## config.mk

```make
export PLATFORM = sky130hd
export DESIGN_NAME = hspd_core
export DESIGN_NICKNAME = d
export VERILOG_FILES = /design/src/hspd_unused_placeholder_none.sv /design/src/shared/hspd_pkg.sv /design/src/hspd_core.sv /design/src/hspd_sync.sv
export VERILOG_INCLUDE_DIRS = /design/src /design/src/shared
export SDC_FILE = /design/constraint.sdc
export NUM_CORES = 1
export LEC_CHECK = 0
export ABC_CLOCK_PERIOD_IN_PS = 9800
export BUFFER_PORTS_ARGS = -buffer_cell sky130_fd_sc_hd__buf_2
export CAP_MARGIN = 10
export CORE_MARGIN = 10
export CORE_UTILIZATION = 48
export CTS_CLUSTER_SIZE = 28
export DETAILED_ROUTE_END_ITERATION = 12
export PLACE_DENSITY = 0.77
export SLEW_MARGIN = 0
export SYNTH_ARGS = -nofsm -noshare
export SYNTH_HDL_FRONTEND = slang
export SYNTH_SLANG_ARGS = --single-unit
export TNS_END_PERCENT = 20
```

## constraint.sdc

```tcl
create_clock -name i_clk -period 9.8 [get_ports i_clk]
set_input_delay 0.98 -clock i_clk [delete_from_list [all_inputs] [get_ports i_clk]]
set_output_delay 0.98 -clock i_clk [all_outputs]
set_load 0.02 [all_outputs]
```

## src/shared/hspd_defs.svh

```systemverilog
// timing, limits and reset values of the high-side pwm channel
`ifndef HSPD_DEFS_SVH
`define HSPD_DEFS_SVH
`define HSPD_CLK_NS 32'hA
`define HSPD_TICK_NS 32'h186A0
`define HSPD_TICK_CYC (`HSPD_TICK_NS / `HSPD_CLK_NS)
`define HSPD_DUTY_FULL 1000
`define HSPD_DUTY_LAST 10'h3E7
`define HSPD_DEPTH_MAX 500
`define HSPD_PWM_FMIN_HZ 10
`define HSPD_PWM_FMAX_HZ 1000
`define HSPD_DITH_FMAX_HZ 500
`define HSPD_PER_MIN (1000000000 / (`HSPD_PWM_FMAX_HZ * 100000))
`define HSPD_PER_MAX (1000000000 / (`HSPD_PWM_FMIN_HZ * 100000))
`define HSPD_DITH_MIN_UNITS (1000000000 / (`HSPD_DITH_FMAX_HZ * 100000))
`define HSPD_RANGE_1A_MA 1000
`define HSPD_RANGE_2A_MA 2000
`define HSPD_RST_PERIOD 10'h00A
`endif

```

## src/hspd_unused_placeholder_none.sv

```systemverilog
// intentionally empty compilation unit
`timescale 1ns/100ps
`default_nettype none
`default_nettype wire

```

## src/shared/hspd_pkg.sv

```systemverilog
// types of the high-side pwm channel
`default_nettype none
package hspd_pkg;
    typedef enum logic [1:0] {
        HSPD_OFF,
        HSPD_ONOFF,
        HSPD_PWM,
        HSPD_CURRENT
    } hspd_mode_e;

    typedef struct packed {
        hspd_mode_e mode;
        logic on_state;
        logic [9:0] period;
        logic [9:0] duty;
        logic [7:0] dith_div;
        logic [9:0] dith_depth;
        logic [11:0] setpoint_ma;
        logic range_2a;
    } hspd_cfg_s;

    typedef struct packed {
        logic ovp_off;
        logic above_normal;
        logic cfg_err;
        logic [9:0] duty_now;
    } hspd_stat_s;
endpackage
`default_nettype wire

```

## src/hspd_core.sv

```systemverilog
// high-side pwm channel with dither, current loop and overvoltage cut
//
// How it works
// - channel runs open-loop pwm or closed-loop on measured current
// - period 10 to 1000 units of 100 us, duty in 0.1 % steps
// - dither rate is pwm rate over an even divider, at most 500 Hz
// - dither depth at most 50 %, duty plus or minus depth in 0..100 %
// - output off above overvoltage, resumes by itself when it drops
// - output shorted above supply shows as voltage-above-normal flag
// - return channel range is selectable, 0..1 A or 0..2 A
`timescale 1ns/100ps
`default_nettype none
`include "hspd_defs.svh"
module hspd_core #(
    parameter int P_TICK_CYC = `HSPD_TICK_CYC
) (
    input wire logic i_clk,
    input wire logic i_arst_n,
    input wire hspd_pkg::hspd_cfg_s i_cfg,
    input wire logic [11:0] i_meas_ma,
    input wire logic i_ovp_pin,
    input wire logic i_above_pin,
    output var logic o_drive,
    output var logic o_period_pulse,
    output var logic o_ret_range_2a,
    output var hspd_pkg::hspd_stat_s o_status
);
    import hspd_pkg::*;

    localparam int STEP_RAW = P_TICK_CYC / `HSPD_DUTY_FULL;
    localparam int STEP_CYC = (STEP_RAW < 1) ? 1 : STEP_RAW;

    ////////////////////////////////////////////////////////////////////
    // helpers

    // clamp a signed duty into 0..1000
    function automatic logic [9:0] clamp_duty(input int v);
        int r;
        r = v;
        if (r < 0) begin
            r = 0;
        end
        if (r > `HSPD_DUTY_FULL) begin
            r = `HSPD_DUTY_FULL;
        end
        return r[9:0];
    endfunction

    // legality of a settings word; an illegal word is never adopted
    function automatic logic cfg_ok(input hspd_cfg_s c);
        int per;
        int dty;
        int dep;
        int div;
        int lim;
        logic ok;
        per = int'(c.period);
        dty = int'(c.duty);
        dep = int'(c.dith_depth);
        div = int'(c.dith_div);
        lim = c.range_2a ? `HSPD_RANGE_2A_MA : `HSPD_RANGE_1A_MA;
        ok = (per >= `HSPD_PER_MIN) && (per <= `HSPD_PER_MAX);
        ok = ok && (dty <= `HSPD_DUTY_FULL);
        if (div != 0) begin
            ok = ok && !c.dith_div[0];
            ok = ok && (per * div >= `HSPD_DITH_MIN_UNITS);
            ok = ok && (dep <= `HSPD_DEPTH_MAX);
            if (c.mode != HSPD_CURRENT) begin
                ok = ok && (dty >= dep);
                ok = ok && (dty + dep <= `HSPD_DUTY_FULL);
            end
        end
        ok = ok && (int'(c.setpoint_ma) <= lim);
        return ok;
    endfunction

    ////////////////////////////////////////////////////////////////////
    // pins

    logic ovp;
    logic above;

    // both comparators come from the analog side, so they are synchronised
    hspd_sync #(
        .W(2)
    ) u_sync (
        .i_clk(i_clk),
        .i_arst_n(i_arst_n),
        .i_pin({i_ovp_pin, i_above_pin}),
        .o_level({ovp, above})
    );

    ////////////////////////////////////////////////////////////////////
    // timebase: step -> duty slot -> period

    logic [15:0] stepc;
    logic [9:0] sub;
    logic [9:0] slot;
    hspd_cfg_s act;
    wire step_en = (int'(stepc) == STEP_CYC - 1);
    wire sub_last = (sub == act.period - 10'h001);
    wire slot_last = (slot == `HSPD_DUTY_LAST);
    wire bound = step_en && sub_last && slot_last;
    wire in_ok = cfg_ok(i_cfg);
    hspd_cfg_s next_act;

    // the word that runs from the coming boundary; an illegal one keeps act
    assign next_act = in_ok ? i_cfg : act;

    // one duty slot lasts period steps, so a period is 1000 slots
    always_ff @(posedge i_clk or negedge i_arst_n) begin
        if (!i_arst_n) begin
            stepc <= 16'h0000;
            sub <= 10'h000;
            slot <= 10'h000;
        end else begin
            stepc <= step_en ? 16'h0000 : stepc + 16'h0001;
            if (step_en) begin
                sub <= sub_last ? 10'h000 : sub + 10'h001;
                if (sub_last) begin
                    slot <= slot_last ? 10'h000 : slot + 10'h001;
                end
            end
        end
    end

    ////////////////////////////////////////////////////////////////////
    // settings shadow, dither phase and current loop

    logic [7:0] dcnt;
    logic [9:0] loop_duty;
    logic cfg_err;
    wire [7:0] dcnt_inc = dcnt + 8'h01;
    // dither and loop follow the word about to run, not the one ending
    wire dwrap = (dcnt_inc >= next_act.dith_div);
    wire dith_up = (dcnt < {1'b0, next_act.dith_div[7:1]});
    wire loop_low = (i_meas_ma < next_act.setpoint_ma);
    wire loop_high = (i_meas_ma > next_act.setpoint_ma);

    // everything but cfg_err is swapped only at a boundary, so no pulse is cut short
    always_ff @(posedge i_clk or negedge i_arst_n) begin
        if (!i_arst_n) begin
            act <= '{mode: HSPD_OFF, on_state: 1'b0,
                     period: `HSPD_RST_PERIOD, duty: 10'h000,
                     dith_div: 8'h00, dith_depth: 10'h000,
                     setpoint_ma: 12'h000, range_2a: 1'b0};
            dcnt <= 8'h00;
            loop_duty <= 10'h000;
            cfg_err <= 1'b0;
        end else begin
            cfg_err <= !in_ok;
            if (bound) begin
                act <= next_act;
                dcnt <= (next_act.dith_div == 8'h00 || dwrap) ? 8'h00
                        : dcnt_inc;
                // integral step of one slot per period against the feedback
                if (next_act.mode != HSPD_CURRENT) begin
                    loop_duty <= next_act.duty;
                end else if (loop_low && loop_duty < 10'd1000) begin
                    loop_duty <= loop_duty + 10'h001;
                end else if (loop_high && loop_duty != 10'h000) begin
                    loop_duty <= loop_duty - 10'h001;
                end
            end
        end
    end

    ////////////////////////////////////////////////////////////////////
    // effective duty and drive

    logic [9:0] duty_eff;
    logic next_drive;
    // taken from the word about to run, so a new duty starts with its period
    wire [9:0] base = (next_act.mode == HSPD_CURRENT) ? loop_duty
        : next_act.duty;
    wire dith_on = (next_act.dith_div != 8'h00);
    wire [9:0] dith_duty = dith_up
        ? clamp_duty(int'(base) + int'(next_act.dith_depth))
        : clamp_duty(int'(base) - int'(next_act.dith_depth));

    // duty is updated only at a boundary, keeping each period whole
    always_ff @(posedge i_clk or negedge i_arst_n) begin
        if (!i_arst_n) begin
            duty_eff <= 10'h000;
        end else if (bound) begin
            duty_eff <= dith_on ? dith_duty : base;
        end
    end

    // the overvoltage cut acts at once and lifts when the pin drops
    always_comb begin
        unique case (act.mode)
            HSPD_OFF: next_drive = 1'b0;
            HSPD_ONOFF: next_drive = act.on_state;
            HSPD_PWM: next_drive = (slot < duty_eff);
            HSPD_CURRENT: next_drive = (slot < duty_eff);
        endcase
        if (ovp) begin
            next_drive = 1'b0;
        end
    end

    always_ff @(posedge i_clk or negedge i_arst_n) begin
        if (!i_arst_n) begin
            o_drive <= 1'b0;
            o_period_pulse <= 1'b0;
            o_ret_range_2a <= 1'b0;
            o_status <= '0;
        end else begin
            o_drive <= next_drive;
            o_period_pulse <= bound;
            o_ret_range_2a <= act.range_2a;
            o_status <= '{ovp_off: ovp, above_normal: above,
                           cfg_err: cfg_err, duty_now: duty_eff};
        end
    end

    ////////////////////////////////////////////////////////////////////
    // checks

    logic [31:0] since;
    logic seen;

    // cycles since last boundary, for the period length check
    always_ff @(posedge i_clk or negedge i_arst_n) begin
        if (!i_arst_n) begin
            since <= 32'h0000_0000;
            seen <= 1'b0;
        end else begin
            since <= bound ? 32'h0000_0000 : since + 32'h0000_0001;
            seen <= seen | bound;
        end
    end
endmodule
`default_nettype wire

```

## src/hspd_sync.sv

```systemverilog
// three-stage pin synchroniser with agreement filter
`timescale 1ns/100ps
`default_nettype none
module hspd_sync #(
    parameter int W = 1
) (
    input wire logic i_clk,
    input wire logic i_arst_n,
    input wire logic [W-1:0] i_pin,
    output var logic [W-1:0] o_level
);
    logic [W-1:0] s1;
    logic [W-1:0] s2;
    logic [W-1:0] s3;
    logic [W-1:0] level;
    logic [W-1:0] agree;

    // only stage two reads stage one
    assign agree = ~(s2 ^ s3);

    // a change is taken once stages two and three agree
    always_ff @(posedge i_clk or negedge i_arst_n) begin
        if (!i_arst_n) begin
            s1 <= '0;
            s2 <= '0;
            s3 <= '0;
            level <= '0;
        end else begin
            s1 <= i_pin;
            s2 <= s1;
            s3 <= s2;
            level <= (agree & s3) | (~agree & level);
        end
    end

    assign o_level = level;
endmodule
`default_nettype wire

```

==> results of run 1 <==
==> flip-flops by register name, summed over array words and instances (netlist names), named ones only <==
name / count
o_period_pulse: 1
u_sync.s2: 2
cfg_err: 1
u_sync.s3: 2
dcnt: 8
duty_eff: 10
sub: 10
o_status: 13
o_drive: 1
o_ret_range_2a: 1
u_sync.s1: 2
slot: 10
act: 54
loop_duty: 10
stepc: 16
==> logic make-up after synthesis <==
group | after synthesis | synth area share, %
fa+ha+maj | 187 | 21.5
xor+xnor | 75 | 5.19
mux | 77 | 6.82
simple gates | 418 | 17.4
compound gates | 271 | 15.0
flops | 143 | 28.3
buf+inv | 187 | 5.74
==> power by group through the flow <==
stage	Sequential [mW]	Combinational [mW]	Clock [mW]
2_1_floorplan	0.618	0.597	0
3_3_place_gp	0.618	0.784	0
3_5_place_dp	0.618	0.792	0
4_1_cts	0.607	0.799	0.660
5_1_grt	0.608	0.912	0.688
6_report	0.607	0.802	0.651
==> metrics by stage <==
step	utilization [%]	instances	area, sq um	hold slack (ps)	setup WS [ps]
after global routing	53.8	1768	14000	364	28.7
after floorplan	-	1358	12700	331	454
after CTS	53.8	1768	14000	360	568
after global placement	51.5	1736	13400	334	338
final	53.8	1768	14000	356	565
after detailed placement	51.5	1736	13400	348	143
==> worst max-delay path: cells and delay by family <==
family | cells | cell delay (ps)
adders and majority gates | 7 | 3020
AOI/OAI and AO/OA | 15 | 2880
and+or+nand+nor | 7 | 1620
buffers and inverters | 5 | 600
muxes | 1 | 250
xor gates and xnor gates | 1 | 160
==> final timing paths <==
| kind | startpoint | to | slack (ps) | depth (start not counted) |
|---|---|---|---|---|
| setup / recovery | i_cfg[30] | loop_duty[9]$_DFFE_PN0P_ | 570 | 36 |
| hold / removal | u_sync.s1[0]$_DFF_PN0_ | u_sync.s2[0]$_DFF_PN0_ | 360 | 0 |
| setup reg to reg | act[42]$_DFFE_PN1P_ | dcnt[5]$_DFFE_PN0P_ | 4950 | 13 |
| hold reg to reg | u_sync.s1[0]$_DFF_PN0_ | u_sync.s2[0]$_DFF_PN0_ | 360 | 0 |
| max in group asynchronous | i_arst_n | act[41]$_DFFE_PN0P_ | 7900 | 2 |
| min in group asynchronous | i_arst_n | o_status[7]$_DFF_PN0_ | 550 | 1 |
==> cells in the mapped netlist, types with 5 or more instances <==
cell	number	share of area [%]
and3_1	12	0.59
a21oi_1	56	2.2
o2111ai_1	5	0.35
a21o_1	28	1.7
nand2_1	92	2.7
mux2i_1	27	2.1
nand4_1	15	0.74
dfrtp_1	141	28
nor2b_1	14	0.69
o21a_1	9	0.53
nand2b_1	28	1.4
nor4_1	14	0.69
clkbuf_1	33	0.98
a211oi_1	8	0.47
mux2_2	44	3.9
a211o_1	6	0.42
and2_1	80	4.0
nor3b_1	5	0.30
o21ai_0	59	2.3
o31a_1	6	0.42
o22ai_1	5	0.25
o221a_2	6	0.53
o21bai_1	10	0.59
xnor2_1	46	3.2
fa_1	52	8.2
mux2_4	5	0.59
inv_1	133	3.9
or3_1	7	0.35
nor2_1	77	2.3
nand3_1	28	1.1
a311oi_1	6	0.42
or2_2	6	0.30
nor3_1	19	0.75
ha_1	133	13
buf_2	20	0.79
xor2_1	29	2.0
==> per-layer routing <==
| metal | wire [um] | global-route usage, % |
|---|---|---|
| met1 | 13600 | 24.4 |
| met2 | 15300 | 32.6 |
| met3 | 1480 | 2.97 |
| met4 | 730 | 5.96 |
| met5 | 0 | 0 |
==> what timing repair did <==
action	4_1_cts	5_1_grt
hold buffers	0	0
gates resized for setup	0	1
setup endpoints to repair	0	2
endpoints found under the hold margin	0	0
==> area by class of cell <==
class / count / area [sq um] / area share [%]
inverters: 133 / 499 / 3.57
flip-flops and latches: 143 / 3580 / 25.6
multi-input cells: 1028 / 8360 / 59.8
clock buffers: 17 / 425 / 3.04
well taps: 335 / 419 / 3.00
repair buffers: 97 / 534 / 3.82
clock inverters: 15 / 170 / 1.22
==> placed cells by master (no fill, tap or decap), types with 52 or more instances in the layout <==
cell | Yosys | routed
o21ai_0 | 59 | 59
nor2_1 | 77 | 77
dfrtp_1 | 141 | 141
and2_1 | 80 | 80
nand2_1 | 92 | 92
inv_1 | 133 | 133
ha_1 | 133 | 133
a21oi_1 | 56 | 56
buf_2 | 20 | 84
fa_1 | 52 | 52
==> metrics.txt, run 1 <==
Clk Latency, worst-skew pair 430 ps; min Tclk post-route 9230 ps; TritonCTS Sinks 143; Worst-Margin Slew 1080 ps; Reg clk slew, reported paths 70 ps; Initial Utilization 48.7%; VDD IR-drop max 164 uV; post-DR vias/cell 5.71; Fill cells 2327; # Post-CTS Setup Buffers 0; status finished, final reports clean; Core Area 26000 sq um; Sw Share 37.2%; crit-path max FO 31; routed via count 10100; Leakage Power 6.95 nW; Post-synth EDFFs 0; ANT nets after route 0; # setup viols final 0; Pre-antenna DRT Iters 5; PD cells 147 nW/um^2; power share of the clock group 31.6%; IO Count 86; CTS tree built; Total Power 2.06 mW; Crit path largest cell delay 540 ps; clk buf depth 2; worst endpoint required time 10150 ps; Slowest-stage cell, CP fa_1; # DRC 0; Ant. Diodes 0; cell area after synthesis 12700 sq um; CP Class in -> reg; predominant post-synthesis flop cell dfrtp_1; gr ovfl total 0; share of layout cells above drive strength 1 14.8%; Async SR Flop Fraction 100%; Layout Skew 8.91 ps; max_cap viols 0; pin count of the biggest net entering global routing 74; Net Switching 765 uW; H-tree Lvls 4; DP Wirelength 24.4 mm; YS warnings 0; Mapped Cells 1358; syn avg cell area 9.32 sq um; crit path DAT 9580 ps; first-pass GRT wire length 52.5 mm; combinational power share 38.9%; Final #Nets 1675; Worst slew margin 27.4%; die width 182 um; Int Pwr 1.29 mW; final-report hold violation count 0; GRT Util Overall 19.2%; fmax 0.108 GHz; register area share after synthesis 28.3%; part of the power in registers 29.5%; Port Buffers 85; root buf cell clkbuf_16; Routed WL 31.2 mm; Startpoint Class input pin; DRT iter0 DRCs 679; library cells used by synthesis 86; Final Cycle Share 94.2%; Setup Total Neg Slack 0 ps; die area 33300 sq um; Critical Path Sink Type flop; die height 182 um; #FFs+latches synth 143; max-slew violation count 0; hold crit path type reg -> reg; num rows 59; number of global-route vias before repair 10400; routed len/inst 17.6 um; Layout Area Growth over Synthesis 10.6%; CTS buffer count 17; RSZ-0062 raised after global routing false; antenna violations before repair 0; Post-Syn Nets 1613; GPL Wtd Cong 0.928
(Power assumes the default switching activity.)
==> run 2: changes to the inputs <==
--- a/config.mk
+++ b/config.mk
@@ -7,13 +7,13 @@
 export NUM_CORES = 1
 export LEC_CHECK = 0
 export ABC_CLOCK_PERIOD_IN_PS = 9800
-export BUFFER_PORTS_ARGS = -buffer_cell sky130_fd_sc_hd__buf_2
 export CAP_MARGIN = 10
 export CORE_MARGIN = 10
 export CORE_UTILIZATION = 48
 export CTS_CLUSTER_SIZE = 28
 export DETAILED_ROUTE_END_ITERATION = 12
-export PLACE_DENSITY = 0.77
+export DONT_BUFFER_PORTS = 1
+export PLACE_DENSITY = 0.74
 export SLEW_MARGIN = 0
 export SYNTH_ARGS = -nofsm -noshare
 export SYNTH_HDL_FRONTEND = slang
==> metrics.txt, run 2 (same netlist as run 1, synthesis figures left out) <==
status finished, final reports clean; Sw Share 33.3% (-3.8 points); CTS buffer count 17 (unchanged); IO Count 86 (unchanged); Final Cycle Share 93.6% (-0.65 points); reg2reg path depth 18 (+5); TritonCTS Sinks 143 (unchanged); die area 33300 sq um (unchanged); # hold bufs at CTS 0 (unchanged); DP Area 12900 sq um (-3.4%); Worst Setup EP duty_eff[3]$_DFFE_PN0P_; max reg flops 54 (unchanged); Port Buffers 0 (-100%); power share of the clock group 34.8% (+3.2 points); Crit Reg-Reg Endpoint duty_eff[3]$_DFFE_PN0P_; number of global-route vias before repair 9630 (-7.4%); GPL Wtd Cong 0.939 (+1.1%); RSZ-0062 raised after global routing false; crit path buf inv count 4 (-1); R2R setup slack 5070 ps (+120 ps); # DRC 0 (unchanged); share of layout cells above drive strength 1 8.99% (-5.8 points); min Tclk post-route 9170 ps (-63.9 ps); cell family with the largest share of critical-path delay compound AO/OA/AOI/OAI gates; most common library cell in the layout ignoring fill and taps dfrtp_1; worst endpoint required time 10150 ps (about the same); DRT iter0 DRCs 772 (+14%); Cell Count, Final, Fillers Out 1683 (-4.8%); crit path DAT 9520 ps (-60 ps); Pre-antenna DRT Iters 5 (unchanged); CTS tree built; clk buf depth 2 (unchanged); most frequent CP cell fa_1; reg2reg start act[53]$_DFFE_PN0P_; combinational power share 36.0% (-2.9 points); Net Switching 698 uW (-8.8%); Total Power 2.09 mW (+1.7%); PD cells 154 nW/um^2 (+4.5%); Layout Skew 15.7 ps (+6.83 ps); max-slew violation count 0 (unchanged); Startpoint Class input pin; die height 182 um (unchanged); pin count of the biggest net entering global routing 144 (+95%); Final #Nets 1588 (-5.2%); Routed WL 31.4 mm (+0.87%); root buf cell clkbuf_16; die width 182 um (unchanged); final-report hold violation count 0 (unchanged); Int Pwr 1.40 mW (+7.9%); # setup viols final 0 (unchanged); Critical Path Sink Type flop; H-tree Lvls 4 (unchanged); post-DR vias/cell 5.75 (+0.77%); gr ovfl total 0 (unchanged); routed len/inst 18.7 um (+6.0%); biggest regs act x54, stepc x16, o_status x13; ANT nets after route 0 (unchanged); Initial Utilization 48.7% (unchanged); Layout Area Growth over Synthesis 7.58%; crit-path max FO 15 (-52%); GRT Util Overall 18.9% (-0.27 points); Crit path depth 33 (-8.3%); Setup Total Neg Slack 0 ps (unchanged); routed via count 9680 (-4.1%); hold crit path type in -> async; DP Wirelength 24.6 mm (+0.52%); VDD IR-drop max 179 uV (+9.2%); Final Instance Area 13600 sq um (-2.7%); Clk Latency, worst-skew pair 420 ps (about the same); first-pass GRT wire length 51.4 mm (-2.1%); Crit path largest cell delay 550 ps (about the same); Biggest register act; Worst slew margin 28.6% (+1.2 points); fmax 0.109 GHz (+0.70%); most frequent cells in the layout 141 x dfrtp_1, 133 x inv_1, 133 x ha_1, 92 x nand2_1, 80 x and2_1; CP Launch Point i_cfg[45]; Leakage Power 6.64 nW (-4.6%); max_cap viols 0 (unchanged); placed insts 1649 (-5.0%); Core Area 26000 sq um (unchanged); antenna violations before repair 2 (+2); CP Class in -> reg; num rows 59 (unchanged); Worst-Margin Slew 1070 ps (-17.8 ps); Reg clk slew, reported paths 60 ps (about the same); Slowest-stage cell, CP fa_1; Util after Layout 52.4% (-1.4 points); part of the power in registers 29.1% (-0.4 points)
-- run 2: routing by layer --
layer	routed length (um)	track usage, %	vias up	part of all wire [%]
li1	-	-	4664	-
met1	14400	24.8	4764	46
met2	14600	30.2	221	46
met3	1850	4.77	31	5.9
met4	608	5.37	0	1.9
met5	0	0	-	0
-- run 2: worst min-delay path by stage --
| stage | from | endpoint |
|---|---|---|
| 3_3_place_gp | u_sync.s1[0]$_DFF_PN0_ | u_sync.s2[0]$_DFF_PN0_ |
| 3_5_place_dp | u_sync.s1[0]$_DFF_PN0_ | u_sync.s2[0]$_DFF_PN0_ |
| 4_1_cts | i_arst_n | act[17]$_DFFE_PN0P_ |
| 2_1_floorplan | cfg_err$_DFF_PN0_ | o_status[10]$_DFF_PN0_ |
| 6_report | i_arst_n | o_status[6]$_DFF_PN0_ |
| 5_1_grt | i_arst_n | duty_eff[1]$_DFFE_PN0P_ |
-- run 2: power by group through the flow --
stage          Sequential [mW]  Clock [mW]  Combinational [mW]
5_1_grt                  0.611       0.767               0.851
3_3_place_gp             0.621           0               0.723
2_1_floorplan            0.618           0               0.597
4_1_cts                  0.610       0.741               0.740
6_report                 0.610       0.729               0.754
3_5_place_dp             0.621           0               0.732
-- run 2: layout make-up --
type | instances | area, sq um
timing repair buffer | 10 | 78.8
fill | 2344 | 12400
clock inverter | 8 | 176
antenna | 2 | 5.00
inverter | 133 | 499
sequential | 143 | 3580
tap | 335 | 419
multi-input combinational | 1028 | 8370
clock buffer | 24 | 482
-- run 2: what timing repair did --
item,in CTS,in global routing
buffers inserted,0,0
gates resized for setup,0,3
hold endpoints to repair,0,0
setup endpoints to repair,0,2
-- run 2: through the flow --
step	worst slack, ps	hold WS, ps
2_1_floorplan	454	331
3_3_place_gp	363	335
3_5_place_dp	161	340
4_1_cts	578	252
5_1_grt	26.0	250
6_report	629	271
